### config.mk
export PLATFORM = sky130hd
export DESIGN_NAME = pspwm_gate_gen
export DESIGN_NICKNAME = d
export VERILOG_FILES = /design/src/pspwm_gate_pkg.sv /design/src/pspwm_gate_gen.sv
export VERILOG_INCLUDE_DIRS = /design/src
export SDC_FILE = /design/constraint.sdc
export NUM_CORES = 1
export LEC_CHECK = 0
export BUFFER_PORTS_ARGS = -buffer_cell sky130_fd_sc_hd__buf_2
export CORE_MARGIN = 1.5
export CORE_UTILIZATION = 55
export DETAILED_ROUTE_END_ITERATION = 7
export GPL_ROUTABILITY_DRIVEN = 0
export HOLD_SLACK_MARGIN = 0.1
export PLACE_DENSITY = 0.86
export SYNTH_ARGS = -nofsm -noshare
export SYNTH_HDL_FRONTEND = slang
export SYNTH_SLANG_ARGS = --single-unit
export TNS_END_PERCENT = 100
### constraint.sdc
create_clock -name mclk -period 3.1 [get_ports mclk]
set_input_delay 0.775 -clock mclk [delete_from_list [all_inputs] [get_ports mclk]]
set_output_delay 0.775 -clock mclk [all_outputs]
set_load 0.01 [all_outputs]
### src/pspwm_gate_map.svh
// Timing constants and rule summary of the phase-shifted gate generator
//
// Summary of operation
// - Three gate signals plus three complements only
// - Polarity at 60 Hz, cells near 20 kHz
// - Polarity high positive half, low negative
// - Cells from modulation versus carrier compare
// - Two carriers 180 degrees apart
// - Three bits encode eight states, five levels
// - State 1 gives full positive bus
// - States 2/3 and 6/7 are redundant pairs
// - Alternate redundant states to balance capacitors
// - State 2 half positive, charges caps
// - State 3 half positive, discharges caps
// - State 4 zero volts, caps bypassed
// - State 5 zero volts, caps bypassed
// - State 6 half negative, discharges caps
// - State 7 half negative, charges caps
// - State 8 full negative, caps bypassed
// - One output drives a series switch pair
`ifndef PSPWM_GATE_MAP_SVH
`define PSPWM_GATE_MAP_SVH

// ----------------------------------------
// Clock and frequencies
// ----------------------------------------
`define CLK_FREQ_HZ     100000000
`define CARRIER_FREQ_HZ 20000
`define LINE_FREQ_HZ    60

// ----------------------------------------
// Derived cycle counts (rounded down)
// ----------------------------------------
`define CARRIER_PEAK    (`CLK_FREQ_HZ / (2 * `CARRIER_FREQ_HZ))
`define LINE_HALF_CYC   (`CLK_FREQ_HZ / (2 * `LINE_FREQ_HZ))

// ----------------------------------------
// Field widths and reset values
// ----------------------------------------
`define CARRIER_W       12
`define LINE_W          20
`define DEAD_W          8
`define GATE_CH         3
`define MOD_RST         12'h000
`define POL_RST         1'b1

`endif

### src/pspwm_gate_pkg.sv
// Types shared by the phase-shifted gate generator
package pspwm_gate_pkg;

	// Run control, one-hot
	typedef enum logic [1:0] {
		ST_IDLE = 2'b01,
		ST_RUN  = 2'b10
	} run_state_t;

	// Bridge output level in quarter-free units: -2..+2 times half bus
	typedef logic signed [2:0] bridge_level_t;

endpackage

### src/pspwm_gate_gen.sv
// Five-level phase-shifted PWM gate generator with dead time
`timescale 1ns/1ns
`include "pspwm_gate_map.svh"

module pspwm_gate_gen #(
	parameter int LINE_HALF = `LINE_HALF_CYC
) (
	// Clock and reset
	input  wire logic                     mclk,
	input  wire logic                     arst_n,
	// Run request from a pin
	input  wire logic                     gate_enable,
	// Modulation and dead time from local logic
	input  wire logic [`CARRIER_W-1:0]    modulation_value,
	input  wire logic [`DEAD_W-1:0]       dead_time,
	// Gate drive outputs
	output logic                          polarity_select,
	output logic                          polarity_select_n,
	output logic                          cell_a_pwm,
	output logic                          cell_a_pwm_n,
	output logic                          cell_b_pwm,
	output logic                          cell_b_pwm_n,
	// Status
	output logic [3:0]                    switching_state,
	output logic signed [2:0]             bridge_output_voltage,
	output logic                          running
);

	// ----------------------------------------
	// Constants at working width
	// ----------------------------------------
	localparam logic [`CARRIER_W-1:0] PEAK      = `CARRIER_W'(`CARRIER_PEAK);
	localparam logic [`LINE_W-1:0]    LINE_LAST = `LINE_W'(LINE_HALF - 1);
	localparam logic [`DEAD_W-1:0]    DEAD_MAX  = {`DEAD_W{1'b1}};

	// ----------------------------------------
	// Enable synchroniser
	// ----------------------------------------
	logic en_meta_ff;
	logic en_sync_ff;

	// Pin enable passes two flops before use
	always_ff @(posedge mclk or negedge arst_n) begin
		if (!arst_n) begin
			en_meta_ff <= 1'b0;
			en_sync_ff <= 1'b0;
		end else begin
			en_meta_ff <= gate_enable;
			en_sync_ff <= en_meta_ff;
		end
	end

	// ----------------------------------------
	// Run state machine
	// ----------------------------------------
	pspwm_gate_pkg::run_state_t state_ff;
	pspwm_gate_pkg::run_state_t nxt_state;
	logic                       nxt_running;
	logic                       running_ff;
	logic                       valley;

	// Start and stop only at a carrier valley, which cuts the pulse centred there short (cell A in the positive half, cell B in the negative)
	always_comb begin
		nxt_state = state_ff;
		unique case (state_ff)
			pspwm_gate_pkg::ST_IDLE: begin
				if (en_sync_ff) begin
					nxt_state = pspwm_gate_pkg::ST_RUN;
				end
			end
			pspwm_gate_pkg::ST_RUN: begin
				if (!en_sync_ff && valley) begin
					nxt_state = pspwm_gate_pkg::ST_IDLE;
				end
			end
			default: begin
				nxt_state = pspwm_gate_pkg::ST_IDLE;
			end
		endcase
		nxt_running = (nxt_state == pspwm_gate_pkg::ST_RUN);
	end

	always_ff @(posedge mclk or negedge arst_n) begin
		if (!arst_n) begin
			state_ff   <= pspwm_gate_pkg::ST_IDLE;
			running_ff <= 1'b0;
		end else begin
			state_ff   <= nxt_state;
			running_ff <= nxt_running;
		end
	end

	// ----------------------------------------
	// Triangle carriers
	// ----------------------------------------
	logic [`CARRIER_W-1:0] car_a_ff;
	logic [`CARRIER_W-1:0] nxt_car_a;
	logic                  car_up_ff;
	logic                  nxt_car_up;
	logic [`CARRIER_W-1:0] car_b;
	logic                  is_run;

	assign is_run = (state_ff == pspwm_gate_pkg::ST_RUN);
	// Direction turns at one, so zero shows once per period, already counting up
	assign valley = (car_a_ff == '0);

	// symmetric up-down counter
	// Carrier held at its valley while idle so a start is clean
	always_comb begin
		nxt_car_a  = car_a_ff;
		nxt_car_up = car_up_ff;
		if (!is_run) begin
			nxt_car_a  = '0;
			nxt_car_up = 1'b1;
		end else if (car_up_ff) begin
			if (car_a_ff == PEAK - 1'b1) begin
				nxt_car_up = 1'b0;
			end
			nxt_car_a = car_a_ff + 1'b1;
		end else begin
			if (car_a_ff == `CARRIER_W'(1)) begin
				nxt_car_up = 1'b1;
			end
			nxt_car_a = car_a_ff - 1'b1;
		end
	end

	always_ff @(posedge mclk or negedge arst_n) begin
		if (!arst_n) begin
			car_a_ff  <= '0;
			car_up_ff <= 1'b1;
		end else begin
			car_a_ff  <= nxt_car_a;
			car_up_ff <= nxt_car_up;
		end
	end

	// second carrier half a period later
	// Mirror of a symmetric triangle equals a half-period shift
	assign car_b = PEAK - car_a_ff;

	// ----------------------------------------
	// Modulation sampling
	// ----------------------------------------
	logic [`CARRIER_W-1:0] mod_ff;
	logic [`CARRIER_W-1:0] nxt_mod;

	// Sampled once per carrier valley while running and every cycle while idle; clamped to the carrier peak
	always_comb begin
		nxt_mod = mod_ff;
		if (valley || !is_run) begin
			nxt_mod = (modulation_value > PEAK) ? PEAK : modulation_value;
		end
	end

	always_ff @(posedge mclk or negedge arst_n) begin
		if (!arst_n) begin
			mod_ff <= `MOD_RST;
		end else begin
			mod_ff <= nxt_mod;
		end
	end

	// ----------------------------------------
	// Line polarity timer
	// ----------------------------------------
	logic [`LINE_W-1:0] line_cnt_ff;
	logic [`LINE_W-1:0] nxt_line_cnt;
	logic               pol_ff;
	logic               nxt_pol;

	// high for positive half, low for negative
	always_comb begin
		nxt_line_cnt = line_cnt_ff;
		nxt_pol      = pol_ff;
		if (!is_run) begin
			nxt_line_cnt = '0;
			nxt_pol      = `POL_RST;
		end else if (line_cnt_ff == LINE_LAST) begin
			nxt_line_cnt = '0;
			nxt_pol      = !pol_ff;
		end else begin
			nxt_line_cnt = line_cnt_ff + 1'b1;
		end
	end

	always_ff @(posedge mclk or negedge arst_n) begin
		if (!arst_n) begin
			line_cnt_ff <= '0;
			pol_ff      <= `POL_RST;
		end else begin
			line_cnt_ff <= nxt_line_cnt;
			pol_ff      <= nxt_pol;
		end
	end

	// ----------------------------------------
	// Cell demand and state decode
	// ----------------------------------------
	logic                          dem_a;
	logic                          dem_b;
	logic [`GATE_CH-1:0]           demand;
	logic [3:0]                    nxt_sw_state;
	logic signed [2:0]             nxt_level;
	logic [3:0]                    sw_state_ff;
	logic signed [2:0]             level_ff;

	// compare one modulation value with both carriers
	// In the negative half a high cell raises the level, so the sense flips
	assign dem_a = (mod_ff > car_a_ff) ^ !pol_ff;
	assign dem_b = (mod_ff > car_b) ^ !pol_ff;

	// each demand drives a whole series pair
	assign demand = {dem_b, dem_a, pol_ff};

	// three bits give eight states, five levels
	// phase shift alternates 2/3 and 6/7 each carrier half
	always_comb begin
		nxt_sw_state = 4'h0;
		nxt_level    = 3'sh0;
		if (is_run) begin
			unique case ({pol_ff, dem_a, dem_b})
				3'b111: begin
					nxt_sw_state = 4'h1;
					nxt_level    = 3'sh2;
				end
				3'b110: begin
					nxt_sw_state = 4'h2;
					nxt_level    = 3'sh1;
				end
				3'b101: begin
					nxt_sw_state = 4'h3;
					nxt_level    = 3'sh1;
				end
				3'b100: begin
					nxt_sw_state = 4'h4;
					nxt_level    = 3'sh0;
				end
				3'b011: begin
					nxt_sw_state = 4'h5;
					nxt_level    = 3'sh0;
				end
				3'b010: begin
					nxt_sw_state = 4'h6;
					nxt_level    = -3'sh1;
				end
				3'b001: begin
					nxt_sw_state = 4'h7;
					nxt_level    = -3'sh1;
				end
				3'b000: begin
					nxt_sw_state = 4'h8;
					nxt_level    = -3'sh2;
				end
			endcase
		end
	end

	always_ff @(posedge mclk or negedge arst_n) begin
		if (!arst_n) begin
			sw_state_ff <= 4'h0;
			level_ff    <= 3'sh0;
		end else begin
			sw_state_ff <= nxt_sw_state;
			level_ff    <= nxt_level;
		end
	end

	// ----------------------------------------
	// Dead time insertion per channel
	// ----------------------------------------
	logic [`GATE_CH-1:0] gate_hi_ff;
	logic [`GATE_CH-1:0] gate_lo_ff;

	genvar ch;
	generate
		for (ch = 0; ch < `GATE_CH; ch++) begin : g_dead
			logic               last_ff;
			logic               nxt_last;
			logic [`DEAD_W-1:0] dt_cnt_ff;
			logic [`DEAD_W-1:0] nxt_dt_cnt;
			logic               nxt_hi;
			logic               nxt_lo;

			// both sides off until dead time expires
			// Dead time is read live; a change acts from the next edge
			always_comb begin
				nxt_last   = demand[ch];
				nxt_dt_cnt = dt_cnt_ff;
				if (demand[ch] != last_ff) begin
					nxt_dt_cnt = '0;
				end else if (dt_cnt_ff != DEAD_MAX) begin
					nxt_dt_cnt = dt_cnt_ff + 1'b1;
				end
				nxt_hi = is_run && (demand[ch] == last_ff) && demand[ch]
				         && (dt_cnt_ff >= dead_time);
				nxt_lo = is_run && (demand[ch] == last_ff) && !demand[ch]
				         && (dt_cnt_ff >= dead_time);
			end

			always_ff @(posedge mclk or negedge arst_n) begin
				if (!arst_n) begin
					last_ff        <= 1'b0;
					dt_cnt_ff      <= '0;
					gate_hi_ff[ch] <= 1'b0;
					gate_lo_ff[ch] <= 1'b0;
				end else begin
					last_ff        <= nxt_last;
					dt_cnt_ff      <= nxt_dt_cnt;
					gate_hi_ff[ch] <= nxt_hi;
					gate_lo_ff[ch] <= nxt_lo;
				end
			end
		end
	endgenerate

	// ----------------------------------------
	// Output mapping
	// ----------------------------------------
	// All outputs come straight from flops
	assign polarity_select       = gate_hi_ff[0];
	assign polarity_select_n     = gate_lo_ff[0];
	assign cell_a_pwm            = gate_hi_ff[1];
	assign cell_a_pwm_n          = gate_lo_ff[1];
	assign cell_b_pwm            = gate_hi_ff[2];
	assign cell_b_pwm_n          = gate_lo_ff[2];
	assign switching_state       = sw_state_ff;
	assign bridge_output_voltage = level_ff;
	assign running               = running_ff;

endmodule // pspwm_gate_gen

Yosys cells after proc, flatten, opt, wreduce, memory -nomap -nowiden:

Memories as Yosys holds them, arrays and structs flattened.
Cells that the tools add are included.

* add/sub/neg operators: 7
* order comparisons: 6
* equality and inequality tests: 16
* muxes and demuxes: 22
* bitwise gates (word level): 2
* reductions and logical operators: 26

Operators with widths (count)
* two-way mux 8 bit: 6
* two-way mux 20 bit: 2
* two-way mux 12 bit: 3
* adder 8 x 1 -> 8 bit (second input constant): 3
* >= comparator 8 bit: 3
* > comparator 12 bit: 2
* inequality test 8 bit (second input constant): 3
* adder 20 x 1 -> 20 bit (second input constant): 1
* == test 20 bit (second input constant): 1
* logical AND 1 bit: 16
* adder 12 x 1 -> 12 bit (second input constant): 1
* == test 12 x 1 -> 1 bit (second input constant): 1
* == test 12 bit (second input constant): 1
* > comparator 12 bit (second input constant): 1
* zero test 12 bit: 1
* subtractor 12 x 1 -> 12 bit (second input constant): 1
* subtractor 12 bit (first input constant): 1
* two-way mux 1 bit: 6
* nonzero test 2 bit: 3
* zero test 1 bit: 5
* == test 2 bit (second input constant): 2
* two-way mux 2 bit: 2
* two-way mux 4 bit: 1
* case mux 2 bit (2 select lines): 1
* 7 further kinds: 12

* flip-flop bits (word level): 91
* bits in read-only memories: 56
* bits of input ports: 23
* output and inout bits: 14
* word-level logic and storage cells: 103
* memories kept: 1

Memory list
* (name not given): words 8, width 7, read ports 1, clocked after Yosys merged registers in 0, write ports 0, RTL line pspwm_gate_gen.sv:222 `unique case ({pol_ff, dem_a, dem_b})`

Longest topological paths before layout:

Gate-level depths: netlist (run 1).

* depth in word-level cells: 7
* depth in mapped cells: 15
* gate-level depth less buffers: 15

Worst setup path before layout (run 1):

OpenSTA, ideal clock, no wires.

* kind: reg-to-reg
* from: reg car_a_ff[2]
* to: reg level_ff[0] (netlist: bridge_output_voltage[0])
* library setup time: 119 ps
* arrival: 2903 ps
* data required time: 2981 ps
* setup slack: 78 ps
* stages on the path, launching flop included: 14
* path buffers: 1
* clock period less this slack: 3022 ps
* cell sequence: dfrtp_1 -> clkbuf_1 -> o21ai_0 -> nand3_1 -> o21a_1 -> xnor2_1 -> ha_1 -> a211o_1 -> a21oi_1 -> o211ai_1 -> o21ai_1 -> xnor2_1 -> ha_1 -> and2_1

* cells in the longest elaborated chain, start to end: 5
* elaborated cells between the ends (all ways): 7
* classes of those cells: 1 x add/sub; 2 x order compare; 1 x mux; 2 x bitwise; 1 x memory

RTL lines
* start: declaration: RTL line pspwm_gate_gen.sv:96 `` logic [`CARRIER_W-1:0] car_a_ff; ``
* start signal: assignment: RTL line pspwm_gate_gen.sv:133 `car_a_ff <= nxt_car_a;`
* subtractor 12 bit: RTL line pspwm_gate_gen.sv:140 `assign car_b = PEAK - car_a_ff;`
* > comparator 12 bit: RTL line pspwm_gate_gen.sv:211 `assign dem_b = (mod_ff > car_b) ^ !pol_ff;`
* bitwise XOR 1 bit: RTL line pspwm_gate_gen.sv:211
* named net dem_b: RTL line pspwm_gate_gen.sv:201 `logic dem_b;`
* memory (8 x 7 bit)
* two-way mux 3 bit: RTL line pspwm_gate_gen.sv:221 `if (is_run) begin`
* named net nxt_level[0]: RTL line pspwm_gate_gen.sv:204 `logic signed [2:0] nxt_level;`
* end signal: assignment: RTL line pspwm_gate_gen.sv:265 `level_ff <= nxt_level;`
* end: declaration: RTL line pspwm_gate_gen.sv:206 `logic signed [2:0] level_ff;`

The timed path passes the listed nets, and every way through them passes these cells.
A chain may end at the register's enable or synchronous reset.

Worst setup path after layout (run 1):

* from: reg car_a_ff[0]
* to: reg g_dead[2].dt_cnt_ff[2]

* cells in the longest elaborated chain, start to end: 5
* elaborated cells between the ends (all ways): 6
* classes of those cells: 1 x add/sub; 1 x order compare; 1 x eq/ne; 1 x mux; 1 x bitwise; 1 x reduce/logical

RTL lines
* subtractor 12 bit (*): RTL line pspwm_gate_gen.sv:140
* > comparator 12 bit (*): RTL line pspwm_gate_gen.sv:211
* bitwise XOR 1 bit (*): RTL line pspwm_gate_gen.sv:211
* inequality test 1 bit (*): RTL line pspwm_gate_gen.sv:290 `if (demand[ch] != last_ff) begin`
* two-way mux 8 bit / nonzero test 2 bit (equally long branches)
* end signal: assignment: RTL line pspwm_gate_gen.sv:309 `dt_cnt_ff <= nxt_dt_cnt;`
* end: declaration: RTL line pspwm_gate_gen.sv:280 `` logic [`DEAD_W-1:0] dt_cnt_ff; ``

Mark *: on every way between the ends. The rest lies on a longest branch, timed or not.

==> results of run 1 <==
[synth_stat cells, types with 5 or more instances]
library cell,number
clkbuf_1,11
a31oi_1,5
nor2_1,57
o21a_1,7
nor2b_1,6
dfrtp_1,87
nor3_1,7
mux2i_1,5
and3_1,19
nand3_1,33
a211oi_1,7
a22o_1,5
nand2b_1,5
nand2_1,28
xnor2_1,33
inv_1,31
a21oi_1,19
and2_1,14
nand4_1,11
xor2_1,15
o21ai_0,25
ha_1,59
[logic make-up (layout without fill, tap and decap cells)]
group | after synthesis | count (layout) | share of synthesized area
flip-flops | 90 | 90 | 0.4159
multiplexers | 6 | 6 | 0.01130
adder cells (fa/ha/maj) | 59 | 59 | 0.1361
buffers and inverters | 46 | 98 | 0.03391
XOR/XNOR | 50 | 50 | 0.08581
AND/OR/NAND/NOR | 208 | 208 | 0.2012
AO/OA/AOI/OAI | 94 | 94 | 0.1158
[metal layers]
| layer | up-vias | track usage | share of wire |
|---|---|---|---|
| li1 | 2051 | - | - |
| met1 | 2070 | 0.3045 | 0.44 |
| met2 | 131 | 0.4157 | 0.50 |
| met3 | 20 | 0.04378 | 0.043 |
| met4 | 0 | 0.07376 | 0.018 |
| met5 | - | 0 | 0 |
[repair_timing]
| action | in CTS | in global routing |
|---|---|---|
| resized for setup | 2 | 13 |
| buffers inserted | 0 | 3 |
| setup endpoints to repair | 10 | 12 |
| pin swaps | 0 | 7 |
| hold buffers | 0 | 0 |
[cell type report]
class                           instances  area share
Clock buffer                            9     0.02044
Clock inverter                          7     0.01218
Inverter                               33     0.02044
Multi-Input combinational cell        417      0.4990
Sequential cell                        90      0.3722
Tap cell                              133     0.02746
Timing Repair Buffer                   49     0.04831
[power by group]
| group | switching (mW) | internal, mW |
|---|---|---|
| clock | 0.443 | 0.379 |
| sequential | 0.0916 | 1.26 |
| combinational | 0.341 | 0.253 |
[path summary, 6_finish.rpt]
path                                                           end  slack (ns)  cells after the start
worst max-delay path            g_dead[2].dt_cnt_ff[2]$_DFFE_PN0P_        0.09                     12
worst min-delay path                          en_sync_ff$_DFF_PN0_        0.36                      0
worst max register to register  g_dead[2].dt_cnt_ff[2]$_DFFE_PN0P_        0.09                     12
worst min register to register                en_sync_ff$_DFF_PN0_        0.36                      0
max in group asynchronous           g_dead[0].nxt_last$_DFFE_PN1P_        1.96                      2
min in group asynchronous                polarity_select$_DFF_PN0_        0.44                      1
[registers in the layout (all words and copies together), names as in the netlist, 2 cells and up]
register	flops
g_dead.dt_cnt_ff	24
bridge_output_voltage	3
state_ff	2
line_cnt_ff	20
car_a_ff	12
switching_state	3
g_dead.last_ff	3
mod_ff	12
[worst reg2reg max path: stages (launching register included)]
cell      delay, ns
dfrtp_1        0.43
o21ai_2        0.24
nand3_2        0.13
o21a_1         0.22
xnor2_1        0.13
ha_1           0.30
a211o_1        0.31
a21oi_2        0.16
o211ai_1       0.12
o21ai_2        0.26
buf_4          0.17
xnor3_2        0.34
nor2_1         0.15
[stage by stage]
stage               utilization  hold WS [ns]  setup TNS, ns
CTS                      0.6198        0.3660              0
global placement         0.5990        0.3408              0
global route             0.6258        0.3727       -0.03171
finish                   0.6258        0.3639              0
detailed placement       0.5990        0.3452        -0.1929
floorplan                     -        0.3312              0
==> metrics.txt, run 1 <==
WL/cell=15.76 um; # nets final=682; Port Buffers=36; most frequent cells in the layout=dfrtp_1 (87), ha_1 (58), nor2_1 (55), buf_2 (35); Clock Sinks=90; CTS tree=yes; critical path data required time=3.40 ns; Tcrit/Tclk final=0.9719; Synth Net Count=635; CP Capture Type=flop; Worst Max-Slew Pin Slew=0.7741 ns; Starting DRT DRC Count=246; DRT Pass-1 Iters=4; Bufs and invs on worst path=1; Synth top area share=0.4014; crit-path cells=o21ai_2, nand3_2, o21a_1, xnor2_1, ha_1, a211o_1, a21oi_2, o211ai_1, o21ai_2, buf_4, xnor3_2, nor2_1; Yosys reg bits=90; CTS buffer count=9; clock tree buffer depth=2; largest net degree at the start of global routing=52; clk slew on worst S/H paths=0.09 ns; final setup fails=0; io pins=37; area grow syn2layout=11.74%; ys async rst share=1.000; Post-Layout Cell Count=738; Sequential Area=0.002256 mm^2; Synth area leaders=dfrtp_1 (40%), ha_1 (14%), xnor2_1 (5.3%), nor2_1 (3.9%), nand3_1 (3.0%); Core Region=0.009684 mm^2; Die Ht=102.3 um; GRT Util Overall=0.2394; synth warn=0; crit-path most repeated cell=o21ai_2; first-pass GRT wire length=19550 um; placed cell area=0.005801 mm^2; Initial Utilization=0.5601; outcome=finished, final reports clean; fmax=0.3319 GHz; CTS root buf=clkbuf_8; max-cap violations=0; Yosys top cell by area=dfrtp_1; H-tree levels=3; Worst VDD drop=0.0003681 V; commonest non-fill, non-tap cell in the layout=dfrtp_1; Yosys cell types=56; latest clock arrival within the worst-skew pair=0.37 ns; Post-synth top flop=dfrtp_1; Synth Area per Inst=9.808 um^2; CP max stage delay=0.43 ns; std cell rows=36; detailed-placement wirelength estimate=8526 um; # fillers=756; Placed Cells=719; area used by multi-input combinational logic=0.003024 mm^2; WL final=11630 um; Slew Viols, Final=0; sequential element share of the synthesized area=0.4159; vias in the first global route=4220; Die Span X=102.3 um; initial antenna violation count=0; hold path start=en_meta_ff$_DFF_PN0_; Final Critical Period=3.013 ns; worst setup path start=car_a_ff[0]$_DFF_PN0_; overall power=2.769 mW; crit-path max FO=8; critical path class=flop to flop; leakage=2.861 nW; Crit-path slowest cell=dfrtp_1; pwr dens=456.9 mW/mm^2; worst setup margin=0.08705 ns; Layout Cell Area excl Fill=0.006061 mm^2; Rel. slew slack=0.4840; FF-to-FF Start=car_a_ff[0]$_DFF_PN0_; Post-synth EDFFs=0; cell count after synthesis=553; vias per cell=5.789; Startpoint Class=flop; Final Hold Viols=0; CP top delay family=compound AO/OA/AOI/OAI gates; Placement Setup Slack=-0.05179 ns; Hold Crit Class=flop to flop; routed vias=4272; Routed Antenna Nets=0; Clock Skew=0.01149 ns; DRC violations left=0; share of layout cells above drive strength 1=0.1537; grt ovf=0; ant diodes=0; Crit path arrival time=3.31 ns; synthesized area=0.005424 mm^2; die area=0.01047 mm^2
Note: power is estimated with default switching activity, not from simulation.
==> run 2, diff against run 1 <==
Settings changed: CORE_ASPECT_RATIO from default to 2.
==> run 2 against run 1 <==
Against the previous run: critical path depth increased by 1; worst setup slack better by 0.026 ns; sequential power about the same; sequential share of layout area fell by 0.73 points; sequential cell count unchanged; clock power increased by 46%; critical path type unchanged; critical endpoint is now switching_state[3]$_DFF_PN0_; largest power group unchanged.
==> metrics.txt, run 2 (synthesis gave the netlist of run 1 again) <==
critical path data required time=3.33 ns (was 3.40 ns); Worst Max-Slew Pin Slew=0.7264 ns (was 0.7741 ns); ant diodes=0 (unchanged); Die Span X=73.22 um (was 102.3 um); CP Capture Type=flop (unchanged); H-tree levels=3 (unchanged); Sequential Area=0.002257 mm^2 (was 0.002256 mm^2); overall power=3.148 mW (was 2.769 mW); Port Buffers=36 (unchanged); Largest register FFs=24 (unchanged); leakage=2.911 nW (was 2.861 nW); Rel. slew slack=0.5157 (was 0.4840); crit-path cells=o21ai_2, nand3_1, o21a_1, xnor2_1, ha_1, a211o_1, a21oi_2, o211ai_1, o21ai_2, xnor2_2, inv_1, ha_1, and3_1 (was o21ai_2, nand3_2, o21a_1, xnor2_1, ha_1, a211o_1, a21oi_2, o211ai_1, o21ai_2, buf_4, xnor3_2, nor2_1); Startpoint Class=flop (unchanged); # nets final=682 (unchanged); Core Region=0.009635 mm^2 (was 0.009684 mm^2); latest clock arrival within the worst-skew pair=0.34 ns (was 0.37 ns); commonest non-fill, non-tap cell in the layout=dfrtp_1 (unchanged); Hold Crit Class=flop to flop (unchanged); number of hold buffers added after cts=0 (unchanged); WL final=12240 um (was 11630 um); vias per cell=5.886 (was 5.789); max-cap violations=0 (unchanged); Routed Antenna Nets=0 (unchanged); Post-Layout Cell Count=737 (was 738); Placed Cells=720 (was 719); Clock Sinks=90 (unchanged); Final Hold Viols=0 (unchanged); critical path depth=13 (was 12); pwr dens=508.9 mW/mm^2 (was 456.9 mW/mm^2); outcome=finished, final reports clean (unchanged); Bufs and invs on worst path=1 (unchanged); # fillers=728 (was 756); io pins=37 (unchanged); Crit path arrival time=3.22 ns (was 3.31 ns); Initial Utilization=0.5629 (was 0.5601); Crit-path slowest cell=dfrtp_2 (was dfrtp_1); CTS buffer count=9 (unchanged); DRT Pass-1 Iters=5 (was 4); GRT Util Overall=0.2557 (was 0.2394); share of layout cells above drive strength 1=0.1488 (was 0.1537); Tcrit/Tclk final=0.9635 (was 0.9719); area used by multi-input combinational logic=0.003018 mm^2 (was 0.003024 mm^2); CTS root buf=clkbuf_16 (was clkbuf_8); CTS tree=yes (unchanged); most frequent cells in the layout=dfrtp_1 (86), ha_1 (59), nor2_1 (54), buf_2 (35), nand3_1 (33) (was dfrtp_1 (87), ha_1 (58), nor2_1 (55), buf_2 (35)); number of cells on the worst reg-to-reg path=13 (was 12); final setup fails=0 (unchanged); die area=0.01050 mm^2 (was 0.01047 mm^2); Starting DRT DRC Count=247 (was 246); Worst VDD drop=0.0003395 V (was 0.0003681 V); CP max stage delay=0.44 ns (was 0.43 ns); std cell rows=51 (was 36); fmax=0.3348 GHz (was 0.3319 GHz); DRC violations left=0 (unchanged); Clock Skew=0.005105 ns (was 0.01149 ns); Final Critical Period=2.987 ns (was 3.013 ns); CP top delay family=compound AO/OA/AOI/OAI gates (unchanged); first-pass GRT wire length=20620 um (was 19550 um); top flop regs=g_dead.dt_cnt_ff: 24 flops, line_cnt_ff: 20 flops (unchanged); largest net degree at the start of global routing=58 (was 52); WL/cell=16.60 um (was 15.76 um); Slew Viols, Final=0 (unchanged); critical path class=flop to flop (unchanged); Hold Path Depth=0 (unchanged); Die Ht=143.4 um (was 102.3 um); initial antenna violation count=0 (unchanged); grt ovf=0 (unchanged); hold slack=0.3544 ns (was 0.3639 ns); crit-path max FO=5 (was 8); detailed-placement wirelength estimate=9341 um (was 8526 um); clk slew on worst S/H paths=0.06 ns (was 0.09 ns); routed vias=4338 (was 4272); Top reg by flops=g_dead.dt_cnt_ff (unchanged); area grow syn2layout=14.05% (was 11.74%); clock tree buffer depth=2 (unchanged); vias in the first global route=4616 (was 4220)
==> run 2: cell count changes in the layout (fill, tap and decap cells not counted), sizes merged <==
cell,change
bufinv,+1
clkbuf,+2
clkinvlp,+1
clkinv,-1
inv,-3
==> run 2: through the flow <==
stage	instance area [um^2]	utilization	worst slack, ns	TNS (ns)
final	6186	0.6420	0.1131	0
after floorplan	5424	-	0.07753	0
after detailed placement	5814	0.6034	-0.04382	-0.06897
after CTS	6147	0.6380	0.02204	0
after global routing	6186	0.6420	-0.04925	-0.3318
after global placement	5814	0.6034	0.1504	0
==> run 2: path summary, 6_finish.rpt <==
| kind | from | slack [ns] | endpoint |
|---|---|---|---|
| setup / recovery | car_a_ff[1]$_DFF_PN0_ | 0.11 | switching_state[3]$_DFF_PN0_ |
| hold / removal | en_meta_ff$_DFF_PN0_ | 0.35 | en_sync_ff$_DFF_PN0_ |
| setup reg to reg | car_a_ff[1]$_DFF_PN0_ | 0.11 | switching_state[3]$_DFF_PN0_ |
| hold reg to reg | en_meta_ff$_DFF_PN0_ | 0.35 | en_sync_ff$_DFF_PN0_ |
| max in group asynchronous | arst_n | 2.03 | car_up_ff$_DFF_PN1_ |
| min in group asynchronous | arst_n | 0.37 | g_dead[1].dt_cnt_ff[0]$_DFFE_PN0P_ |
==> run 2: what timing repair did <==
action                                  in CTS  in global routing
pin swaps                                    0                  3
buffers inserted                             0                  1
endpoints found under the setup margin      10                 14
gates resized for setup                      2                 11
==> run 2: area by class of cell <==
type / count / share of cell area
clock buffers: 11 / 0.03924
clock inverters: 5 / 0.01396
inverters: 33 / 0.02002
multi-input cells: 417 / 0.4879
flip-flops and latches: 90 / 0.3649
well taps: 132 / 0.02670
repair buffers: 49 / 0.04733
==> run 2: per-layer routing <==
| layer | track usage | wire, um | up-vias |
|---|---|---|---|
| met2 | 0.4789 | 6842 | 134 |
| li1 | - | - | 2051 |
| met3 | 0.03717 | 391 | 46 |
| met4 | 0.1619 | 631 | 0 |
| met1 | 0.2500 | 4370 | 2107 |
| met5 | 0 | 0 | - |
==> run 2: power by group <==
group | internal (mW) | switching (mW)
clock network | 0.734 | 0.466
registers | 1.26 | 0.0904
logic | 0.252 | 0.342
total | 2.25 | 0.898
